===== src/design/sss_pkg.sv =====
// sss_pkg: constants, types and register map of the supply supervisor.
// assumes a 25 MHz system clock and an APB register port.
package sss_pkg;
   localparam int unsigned CLK_HZ           = 25_000_000;
   // startup delays in microseconds
   localparam int unsigned T_START_BROWN_US   = 3300;
   localparam int unsigned T_START_NOBROWN_US = 1000;
   localparam int unsigned START_BROWN_CYC    =
      (T_START_BROWN_US * (CLK_HZ / 1_000_000));
   localparam int unsigned START_NOBROWN_CYC  =
      (T_START_NOBROWN_US * (CLK_HZ / 1_000_000));
   // standby wake clock, kHz
   localparam int unsigned WAKE_OSC_KHZ     = 2100;
   localparam int unsigned BROWN_LEVELS     = 5;
   localparam int unsigned DET_LEVELS       = 7;
   localparam int unsigned DET_STEP_MV      = 200;

   // register byte offsets
   localparam logic [7:0] OFS_CTRL   = 8'h00;
   localparam logic [7:0] OFS_STATUS = 8'h04;
   localparam logic [7:0] OFS_IEN    = 8'h08;
   localparam logic [7:0] OFS_ICLR   = 8'h0c;
   localparam logic [7:0] OFS_OPT    = 8'h10;

   // control fields
   localparam int unsigned CTL_DET_EN   = 0;
   localparam int unsigned CTL_LVL_LSB  = 1;
   localparam int unsigned CTL_REF_OFF  = 4;
   localparam int unsigned CTL_MODE_LSB = 5;
   localparam logic [31:0] CTRL_RST     = 32'h0000_0000;
   // status bits
   localparam int unsigned ST_FALL = 0;
   localparam int unsigned ST_RISE = 1;

   typedef enum logic [2:0] {
      PM_RUN      = 3'h0,
      PM_LP_RUN   = 3'h1,
      PM_SLEEP    = 3'h2,
      PM_LP_SLEEP = 3'h3,
      PM_STOP     = 3'h4,
      PM_STANDBY  = 3'h5
   } sss_pmode_e;

   typedef enum logic [1:0] {
      REG_MAIN = 2'h0,
      REG_LOWP = 2'h1,
      REG_OFF  = 2'h2
   } sss_reg_e;

   typedef enum logic [1:0] {
      BOOT_FLASH  = 2'h0,
      BOOT_SYSMEM = 2'h1,
      BOOT_RAM    = 2'h2
   } sss_boot_e;

   // option word as loaded: brownout disable and level
   typedef struct packed {
      logic       brown_dis;
      logic [2:0] brown_lvl;
   } sss_opt_s;

   // analog comparator inputs
   typedef struct packed {
      logic por_ok;
      logic brown_ok;
      logic det_above;
   } sss_ana_s;
endpackage : sss_pkg


===== src/design/sss_sync.sv =====
// sss_sync: two-flop synchroniser for asynchronous levels.
// assumes one destination clock; first stage feeds only the second.
`timescale 1ns/1ps
module sss_sync #(
   parameter int unsigned W = 1
) (
   // clock and reset
   input  wire logic         ref_clk_i,
   input  wire logic         rst_n_i,
   // data
   input  wire logic [W-1:0] d_i,
   output logic      [W-1:0] q_o
);
   logic [W-1:0] meta_q;
   logic [W-1:0] sync_q;

   always_ff @(posedge ref_clk_i) begin
      if (!rst_n_i) begin
         meta_q <= '0;
         sync_q <= '0;
      end else begin
         meta_q <= d_i;
         sync_q <= meta_q;
      end
   end

   assign q_o = sync_q;
endmodule : sss_sync


===== src/design/sss_supervisor.sv =====
// sss_supervisor: reset/supply supervision sequencer with APB registers.
// assumes comparators, boot pins and option values are asynchronous.
//
// Operation
// - chip reset is held while the supply is below the power-down or brownout level.
// - option loading starts once the power-on level is crossed.
// - option load keeps, replaces or permanently disables brownout reset.
// - five brownout levels up to 3 V apply after option loading.
// - the supply detector has seven software levels about 200 mV apart.
// - interrupts are raised on falling, rising or both detector crossings.
// - the supply detector is idle until software enables it.
// - the internal reference may be switched off in Stop mode.
// - the regulator runs in main mode during Run mode.
// - the regulator is low power in low-power run, low-power sleep and Stop.
// - in Standby the regulator is off and only the standby domain keeps power.
// - boot pins sampled at startup choose flash, system memory or RAM.
// - system memory boot starts the loader over two serial ports or USB.
// - startup delay is 3.3 ms with brownout, 1 ms without.
// - Standby wakeup restarts on the multispeed oscillator at 2.1 MHz.
//
// Our own choices: the register addresses and the APB slave port.
`timescale 1ns/1ps
module sss_supervisor #(
   parameter int unsigned START_BROWN_CYC   = sss_pkg::START_BROWN_CYC,
   parameter int unsigned START_NOBROWN_CYC = sss_pkg::START_NOBROWN_CYC
) (
   // clock and reset
   input  wire logic              ref_clk_i,
   input  wire logic              rst_n_i,
   // apb slave
   input  wire logic              psel_i,
   input  wire logic              penable_i,
   input  wire logic              pwrite_i,
   input  wire logic [7:0]        paddr_i,
   input  wire logic [31:0]       pwdata_i,
   output logic      [31:0]       prdata_o,
   output logic                   pready_o,
   output logic                   pslverr_o,
   // analog side and pins
   input  wire sss_pkg::sss_ana_s ana_i,
   input  wire logic [1:0]        boot_pins_i,
   input  wire sss_pkg::sss_opt_s opt_i,
   input  wire logic              brown_at_pwron_i,
   // core side
   input  wire logic              wake_standby_i,
   output logic                   chip_reset_n_o,
   output logic [2:0]             brown_sel_o,
   output logic                   brown_en_o,
   output logic [2:0]             det_level_o,
   output logic                   det_en_o,
   output logic                   ref_volt_en_o,
   output logic [1:0]             reg_mode_o,
   output logic                   core_pwr_en_o,
   output logic [1:0]             boot_src_o,
   output logic                   loader_run_o,
   output logic                   wake_osc_sel_o,
   output logic                   irq_o
);
   typedef enum logic [1:0] {
      ST_POR   = 2'h0,
      ST_LOAD  = 2'h1,
      ST_DELAY = 2'h2,
      ST_RUN   = 2'h3
   } sss_seq_e;

   // synchronised asynchronous inputs
   logic [9:0] raw_in;
   logic [9:0] syn;
   assign raw_in = {brown_at_pwron_i, opt_i, boot_pins_i, ana_i};
   sss_sync #(.W(10)) u_sync (
      .ref_clk_i (ref_clk_i),
      .rst_n_i   (rst_n_i),
      .d_i       (raw_in),
      .q_o       (syn)
   );
   wire       por_ok      = syn[2];
   wire       brown_ok    = syn[1];
   wire       det_above   = syn[0];
   wire [1:0] boot_pins   = syn[4:3];
   wire [3:0] opt_word    = syn[8:5];
   wire       brown_pwron = syn[9];

   sss_seq_e    seq_q, seq_d;
   logic [16:0] cnt_q, cnt_d;
   logic        brown_en_q;
   logic [2:0]  brown_sel_q;
   logic [1:0]  boot_q;
   logic [31:0] ctrl_q;
   logic [1:0]  stat_q;
   logic [1:0]  ien_q;
   logic        det_prev_q;
   logic        wake_q;

   // sequencer
   wire supply_bad = !por_ok || (brown_en_q && !brown_ok);
   wire [16:0] dly_cyc = brown_pwron ? 17'(START_BROWN_CYC)
                                     : 17'(START_NOBROWN_CYC);
   always_comb begin
      seq_d = seq_q;
      cnt_d = cnt_q;
      case (seq_q)
         ST_POR: if (por_ok) begin
            seq_d = ST_LOAD;
         end
         ST_LOAD: begin
            seq_d = ST_DELAY;
            cnt_d = dly_cyc;
         end
         ST_DELAY: if (cnt_q <= 17'h1) begin
            seq_d = ST_RUN;
         end else begin
            cnt_d = cnt_q - 17'h1;
         end
         ST_RUN: ;
         default: seq_d = ST_POR;
      endcase
      if (supply_bad) begin
         seq_d = ST_POR;
      end
   end

   always_ff @(posedge ref_clk_i) begin
      if (!rst_n_i) begin
         seq_q     <= ST_POR;
         cnt_q     <= 17'h0;
         brown_en_q  <= 1'b0;
         brown_sel_q <= 3'h0;
         boot_q      <= 2'h0;
      end else begin
         seq_q <= seq_d;
         cnt_q <= cnt_d;
         if (seq_q == ST_POR) begin
            brown_en_q <= brown_pwron;
         end
         if (seq_q == ST_LOAD) begin
            brown_en_q  <= brown_pwron && !opt_word[3];
            brown_sel_q <= (opt_word[2:0] < 3'(sss_pkg::BROWN_LEVELS))
                           ? opt_word[2:0] : 3'h0;
            boot_q      <= boot_pins;
         end
      end
   end

   // apb registers
   wire acc   = psel_i && penable_i;
   wire wr    = acc && pwrite_i;
   wire hit_c = paddr_i == sss_pkg::OFS_CTRL;
   wire hit_s = paddr_i == sss_pkg::OFS_STATUS;
   wire hit_e = paddr_i == sss_pkg::OFS_IEN;
   wire hit_k = paddr_i == sss_pkg::OFS_ICLR;
   wire hit_o = paddr_i == sss_pkg::OFS_OPT;
   wire mapped = hit_c || hit_s || hit_e || hit_k || hit_o;

   // detector edges, only while enabled
   wire det_en   = ctrl_q[sss_pkg::CTL_DET_EN];
   wire ev_rise  = det_en && det_above && !det_prev_q;
   wire ev_fall  = det_en && !det_above && det_prev_q;
   wire [1:0] clr = (wr && hit_k) ? pwdata_i[1:0] : 2'h0;
   wire [2:0] lvl_w = pwdata_i[sss_pkg::CTL_LVL_LSB +: 3];

   always_ff @(posedge ref_clk_i) begin
      if (!rst_n_i) begin
         ctrl_q     <= sss_pkg::CTRL_RST;
         stat_q     <= 2'h0;
         ien_q      <= 2'h0;
         det_prev_q <= 1'b0;
      end else begin
         det_prev_q <= det_above;
         if (wr && hit_c) begin
            ctrl_q <= {24'h0, pwdata_i[7:4],
                       (lvl_w < 3'(sss_pkg::DET_LEVELS)) ? lvl_w
                       : ctrl_q[3:1], pwdata_i[0]};
         end
         if (wr && hit_e) begin
            ien_q <= pwdata_i[1:0];
         end
         // set wins over clear
         stat_q[sss_pkg::ST_FALL] <= ev_fall
            || (stat_q[sss_pkg::ST_FALL] && !clr[0]);
         stat_q[sss_pkg::ST_RISE] <= ev_rise
            || (stat_q[sss_pkg::ST_RISE] && !clr[1]);
      end
   end

   assign irq_o = |(stat_q & ien_q);

   always_comb begin
      prdata_o = 32'h0;
      if (hit_c) prdata_o = ctrl_q;
      if (hit_s) prdata_o = {30'h0, stat_q};
      if (hit_e) prdata_o = {30'h0, ien_q};
      if (hit_o) prdata_o = {24'h0, seq_q, boot_q, brown_en_q, brown_sel_q};
   end
   assign pready_o  = 1'b1;
   assign pslverr_o = acc && !mapped;

   // power mode mapping
   wire [2:0] pmode = ctrl_q[sss_pkg::CTL_MODE_LSB +: 3];
   always_comb begin
      case (pmode)
         sss_pkg::PM_RUN,
         sss_pkg::PM_SLEEP:    reg_mode_o = sss_pkg::REG_MAIN;
         sss_pkg::PM_LP_RUN,
         sss_pkg::PM_LP_SLEEP,
         sss_pkg::PM_STOP:     reg_mode_o = sss_pkg::REG_LOWP;
         sss_pkg::PM_STANDBY:  reg_mode_o = sss_pkg::REG_OFF;
         default:              reg_mode_o = sss_pkg::REG_MAIN;
      endcase
   end
   assign core_pwr_en_o = pmode != sss_pkg::PM_STANDBY;
   assign ref_volt_en_o = !(pmode == sss_pkg::PM_STOP
                            && ctrl_q[sss_pkg::CTL_REF_OFF]);

   // standby wake selects the multispeed oscillator
   always_ff @(posedge ref_clk_i) begin
      if (!rst_n_i) begin
         wake_q <= 1'b0;
      end else if (wake_standby_i) begin
         wake_q <= 1'b1;
      end else if (seq_q == ST_RUN && pmode != sss_pkg::PM_STANDBY) begin
         wake_q <= 1'b0;
      end
   end

   assign chip_reset_n_o = seq_q == ST_RUN;
   assign brown_en_o     = brown_en_q;
   assign brown_sel_o    = brown_sel_q;
   assign det_en_o       = det_en;
   assign det_level_o    = ctrl_q[3:1];
   assign boot_src_o     = boot_q;
   assign loader_run_o   = chip_reset_n_o
                           && boot_q == sss_pkg::BOOT_SYSMEM;
   assign wake_osc_sel_o = wake_q;

   // checks
   rst_holds_a: assert property (@(posedge ref_clk_i)
      disable iff (!rst_n_i) supply_bad |=> !chip_reset_n_o)
      else $error("reset not held on bad supply");
   load_after_por_a: assert property (@(posedge ref_clk_i)
      disable iff (!rst_n_i)
      (seq_q == ST_POR && por_ok && !supply_bad) |=> seq_q == ST_LOAD)
      else $error("option load did not start");
   brown_off_a: assert property (@(posedge ref_clk_i)
      disable iff (!rst_n_i)
      (seq_q == ST_LOAD && opt_word[3]) |=> !brown_en_q)
      else $error("brownout not disabled");
   brown_range_a: assert property (@(posedge ref_clk_i)
      disable iff (!rst_n_i) brown_sel_q < 3'(sss_pkg::BROWN_LEVELS))
      else $error("brownout level out of range");
   brown_lvl_a: assert property (@(posedge ref_clk_i)
      disable iff (!rst_n_i)
      (seq_q == ST_LOAD && opt_word[2:0] < 3'(sss_pkg::BROWN_LEVELS))
      |=> brown_sel_q == $past(opt_word[2:0]))
      else $error("brownout level not applied");
   det_level_a: assert property (@(posedge ref_clk_i)
      disable iff (!rst_n_i) det_level_o < 3'(sss_pkg::DET_LEVELS))
      else $error("detector level out of range");
   irq_flag_a: assert property (@(posedge ref_clk_i)
      disable iff (!rst_n_i)
      (ev_fall && ien_q[0] && !(wr && hit_e)) |=> irq_o)
      else $error("interrupt missing after fall");
   rise_irq_a: assert property (@(posedge ref_clk_i)
      disable iff (!rst_n_i)
      (ev_rise && ien_q[1] && !(wr && hit_e)) |=> irq_o)
      else $error("interrupt missing after rise");
   det_idle_a: assert property (@(posedge ref_clk_i)
      disable iff (!rst_n_i)
      (!det_en && stat_q == 2'h0) |=> stat_q == 2'h0)
      else $error("flag set while detector off");
   ref_off_a: assert property (@(posedge ref_clk_i)
      disable iff (!rst_n_i)
      (pmode == sss_pkg::PM_STOP && ctrl_q[sss_pkg::CTL_REF_OFF])
      |-> !ref_volt_en_o)
      else $error("reference left on in stop");
   ref_on_a: assert property (@(posedge ref_clk_i)
      disable iff (!rst_n_i) pmode != sss_pkg::PM_STOP |-> ref_volt_en_o)
      else $error("reference off outside stop");
   main_in_run_a: assert property (@(posedge ref_clk_i)
      disable iff (!rst_n_i)
      pmode == sss_pkg::PM_RUN |-> reg_mode_o == sss_pkg::REG_MAIN)
      else $error("regulator not main in run");
   reg_lowp_a: assert property (@(posedge ref_clk_i)
      disable iff (!rst_n_i)
      (pmode == sss_pkg::PM_STOP || pmode == sss_pkg::PM_LP_RUN
       || pmode == sss_pkg::PM_LP_SLEEP)
      |-> reg_mode_o == sss_pkg::REG_LOWP)
      else $error("regulator not low power");
   standby_off_a: assert property (@(posedge ref_clk_i)
      disable iff (!rst_n_i)
      pmode == sss_pkg::PM_STANDBY
      |-> (reg_mode_o == sss_pkg::REG_OFF && !core_pwr_en_o))
      else $error("core left powered in standby");
   boot_latch_a: assert property (@(posedge ref_clk_i)
      disable iff (!rst_n_i) seq_q == ST_LOAD |=> boot_q == $past(boot_pins))
      else $error("boot pins not latched");
   loader_run_a: assert property (@(posedge ref_clk_i)
      disable iff (!rst_n_i)
      (chip_reset_n_o && boot_q == sss_pkg::BOOT_SYSMEM) |-> loader_run_o)
      else $error("loader not started");
   delay_load_a: assert property (@(posedge ref_clk_i)
      disable iff (!rst_n_i)
      (seq_q == ST_LOAD && !supply_bad)
      |=> (seq_q == ST_DELAY && cnt_q == $past(dly_cyc)))
      else $error("startup delay not loaded");
   delay_len_a: assert property (@(posedge ref_clk_i)
      disable iff (!rst_n_i)
      (seq_q == ST_DELAY && cnt_q > 17'h1 && !supply_bad)
      |=> seq_q == ST_DELAY)
      else $error("startup delay cut short");
   wake_osc_a: assert property (@(posedge ref_clk_i)
      disable iff (!rst_n_i) wake_standby_i |=> wake_osc_sel_o)
      else $error("wake oscillator not selected");
   fall_flag_a: assert property (@(posedge ref_clk_i)
      disable iff (!rst_n_i)
      ($fell(det_above) && det_en) |=> stat_q[sss_pkg::ST_FALL])
      else $error("fall flag not set");
   rise_flag_a: assert property (@(posedge ref_clk_i)
      disable iff (!rst_n_i)
      ($rose(det_above) && det_en) |=> stat_q[sss_pkg::ST_RISE])
      else $error("rise flag not set");
endmodule : sss_supervisor


===== config.mk =====
export PLATFORM = sky130hd
export DESIGN_NAME = sss_supervisor
export DESIGN_NICKNAME = d
export VERILOG_FILES = /design/src/design/sss_pkg.sv /design/src/design/sss_sync.sv /design/src/design/sss_supervisor.sv
export SDC_FILE = /design/constraint.sdc
export NUM_CORES = 1
export LEC_CHECK = 0
export BUFFER_PORTS_ARGS = -buffer_cell sky130_fd_sc_hd__clkbuf_2
export CAP_MARGIN = 20
export CORE_MARGIN = 8
export CORE_UTILIZATION = 50
export CTS_CLUSTER_DIAMETER = 150
export CTS_CLUSTER_SIZE = 20
export DETAILED_ROUTE_END_ITERATION = 10
export MAX_ROUTING_LAYER = met4
export PLACE_DENSITY = 0.8
export SLEW_MARGIN = 0
export SYNTH_ARGS = -nofsm -noshare
export SYNTH_HDL_FRONTEND = slang
export SYNTH_SLANG_ARGS = --single-unit

===== constraint.sdc =====
create_clock -name ref_clk_i -period 6.19 [get_ports ref_clk_i]
set_clock_uncertainty 0.05 [all_clocks]
set_input_delay 1.238 -clock ref_clk_i [delete_from_list [all_inputs] [get_ports ref_clk_i]]
set_output_delay 1.238 -clock ref_clk_i [all_outputs]
set_load 0.01 [all_outputs]

==> summary.md <==
| Metric | Value |
|---|---|
| FMAX | `0.214 GHz` |
| Via count | `2503` |
| Data required, critical path | `4.90 ns` |
| Leading area contributor after synthesis | `dfxtp_1` |
| Crit start category | `primary input` |
| I/O pin total | `108` |
| Netlist cell types | `59` |
| Die width | `93.4 µm` |
| Primary FF master, synth | `dfxtp_1` |
| Area contributors post-synth | `dfxtp_1 39%, buf_4 7.0%, and2_1 5.2%` |
| Placer Congestion | `0.942` |
| Status | `complete, no violations` |
| Residual DRC | `0` |
| Total wire length | `6.79 mm` |
| Area after DPL | `3190 µm²` |
| Number of nets in the layout | `451` |
| Final Util | `58.4%` |
| Diode count | `0` |
| Sequential area share after synthesis | `39.5%` |
| PwrDens | `244 nW/µm²` |
| Clk_lat worst skew | `0.34 ns` |
| Gr ovfl total | `0` |
| Design Power | `0.832 mW` |
| Leak pwr | `1.49 nW` |
| Placement Rows | `28` |
| Worst-path clk slew | `0.06 ns` |
| Minimum clock period | `4.68 ns` |
| Share of cells above drive strength 1 | `22.6%` |
| Final Cycle Share | `75.7%` |
| Yosys top cell area share | `39.5%` |
| Worst Hold Launch | `u_sync.meta_q[8]$_SDFF_PN0_` |
| Pins Over Slew Limit | `0` |
| CTS HTree Levels | `3` |
| I/O Buffers | `58` |
| Fillers | `552` |
| Critical Path Fanout Max | `8` |
| Initial Util | `51.1%` |
| Cell area after layout | `3410 µm²` |
| RSZ-0062 raised after global routing | `no` |
| DR pass1 iterations | `4` |
| Initial antenna violation count | `0` |
| Clock buffer depth | `2` |
| Mapped Cells | `339` |
| DIE HEIGHT | `93.4 µm` |
| Crit-path cells | `clkbuf_2 -> or4_1 -> nor4_1 -> nor2b_1 -> a22o_1 -> clkbuf_2` |
| Slew Limit Headroom | `35.9%` |
| Mean area per synthesized cell | `8.82 µm²` |
| Mapped cell area | `2990 µm²` |
| Die area | `8710 µm²` |
| EDFF count, synth | `0` |
| Crit end category | `primary output` |
| Most Frequent Cell on Critical Path | `clkbuf_2` |
| Clk sinks | `59` |
| Worst Max-Slew Pin Slew | `0.962 ns` |
| WL/cell | `14.5 µm` |
| Post-Route Hold Slack | `0.383 ns` |
| Area delta synth->final | `14.1%` |
| First-pass GRT wire length | `10.9 mm` |
| TritonCTS clock tree | `yes` |
| Vias in the first global route | `2343` |
| FF-to-FF Start | `seq_q[0]$_SDFFE_PP0P_` |
| R2r worst-path depth | `7` |
| Post-DRT Antenna Nets | `0` |
| Post-CTS sizing | `0` |
| Max-cap violation count | `0` |
| Commonest cells post-synth | `59 x dfxtp_1, 28 x buf_4, 25 x and2_1, 22 x nand2_1, 16 x a21oi_1` |
| Final hold vios | `0` |
| TritonCTS buffer count | `9` |
| Hold path cells | `1` |
| HP Class | `flip-flop to flip-flop` |
| Worst path slowest cell | `nor2b_1` |
| Setup TNS | `0 ns` |
| Number of DRC markers in iteration 0 | `184` |
| Clock Root Buffer | `clkbuf_8` |
| Most common cell in the netlist | `dfxtp_1` |
| Seq cells post-synth | `59` |
| Hold buffer count at cts | `0` |
| Hold Path Sink | `u_sync.q_o[8]$_SDFF_PN0_` |
| Vias per cell | `5.35` |
| Post-CTS Setup Inserts | `0` |
| Largest net degree at the start of global routing | `61` |
| R2R Setup Slk | `3.45 ns` |
| Crit-path max cell delay | `0.60 ns` |
| Core area | `5850 µm²` |
| Total GRT Usage | `16.1%` |
| Critical Path AT | `3.39 ns` |
| Async S/R FF share, synth | `0%` |
| DP HPWL | `4.96 mm` |
| Synth Warn # | `0` |
| Peak supply drop | `0.000154 V` |
| Endpoints failing setup | `0` |
| CP Class | `primary input to primary output` |
| Critical R2R Capture | `cnt_q[6]$_SDFFE_PN0P_` |
worst max-delay path: cells and delay by family:
family	cells	cell delay (ns)
AO/OA/AOI/OAI	1	0.25
buffers and inverters	2	0.21
AND/OR/NAND/NOR	3	1.70
final cells by class:
type	instances	area [µm²]	area share [%]
multi-input combinational	245	1570	45.8
sequential	59	1180	34.6
timing repair buffer	58	290	8.50
clock buffer	12	155	4.54
tap	75	93.8	2.75
clock inverter	4	72.6	2.13
inverter	15	56.3	1.65
placed cells by master (no fill, tap or decap), types with 4 or more instances in the layout:
cell      count
clkbuf_8     11
nand2_1      22
nand3b_1      4
a21boi_0      6
o21a_1        8
nor2b_1       9
and2_1       25
a22o_1        7
xor2_1        4
o21ai_0      11
nor3_1       15
nand3_1      12
conb_1       25
o211ai_1      4
nor4_1        5
clkbuf_2     58
a21oi_1      16
ha_1          7
inv_1        15
dfxtp_1      59
mux2i_1       4
nor2_1       10
where the power goes:
| part | internal (mW) | leakage [nW] | switching [mW] |
|---|---|---|---|
| Combinational | 0.0172 | 0.893 | 0.0268 |
| Clock | 0.248 | 0.113 | 0.150 |
| Sequential | 0.387 | 0.480 | 0.00333 |
logic make-up (layout without fill, tap and decap cells):
kind of cell	after synthesis	count (layout)	synth area share [%]
XOR/XNOR	4	4	1.17
AND/OR/NAND/NOR	126	126	24.1
buffers and inverters	58	89	11.1
AO/OA/AOI/OAI	78	78	19.3
multiplexers	5	5	1.71
other	2	25	0.251
adder cells (fa/ha/maj)	7	7	2.93
flip-flops	59	59	39.5
stage by stage:
| stage | cells | setup slack [ns] |
|---|---|---|
| 4_1_cts | 468 | 1.54 |
| 5_1_grt | 468 | 1.35 |
| 3_5_place_dp | 452 | 1.57 |
| 3_3_place_gp | 452 | 1.56 |
| 6_report | 468 | 1.51 |
| 2_1_floorplan | 362 | 2.08 |
registers in the layout, indices dropped and copies added, names as in the netlist:
signal / cells
cnt_q: 17
u_sync.meta_q: 10
u_sync.q_o: 10
ctrl_q: 8
brown_sel_o: 3
boot_src_o: 2
ien_q: 2
seq_q: 2
stat_q: 2
brown_en_o: 1
det_prev_q: 1
wake_osc_sel_o: 1
worst max-delay path by stage:
stage                     startpoint  slack (ns)     endpoint
after floorplan           paddr_i[1]        2.08  prdata_o[2]
after global placement    paddr_i[1]        1.56  prdata_o[7]
after detailed placement  paddr_i[1]        1.57  prdata_o[7]
after CTS                 paddr_i[1]        1.54  prdata_o[7]
after global routing      paddr_i[1]        1.35  prdata_o[7]
final                     paddr_i[1]        1.51  prdata_o[5]
layer usage:
layer,routed length [µm],up-vias,global-route usage (%)
met1,3080,1161,19.6
met2,3330,80,24.4
met3,297,8,5.05
met5,0,-,-
li1,-,1254,-
met4,76,0,5.91
No activity file was read; power rests on OpenSTA's default activity.
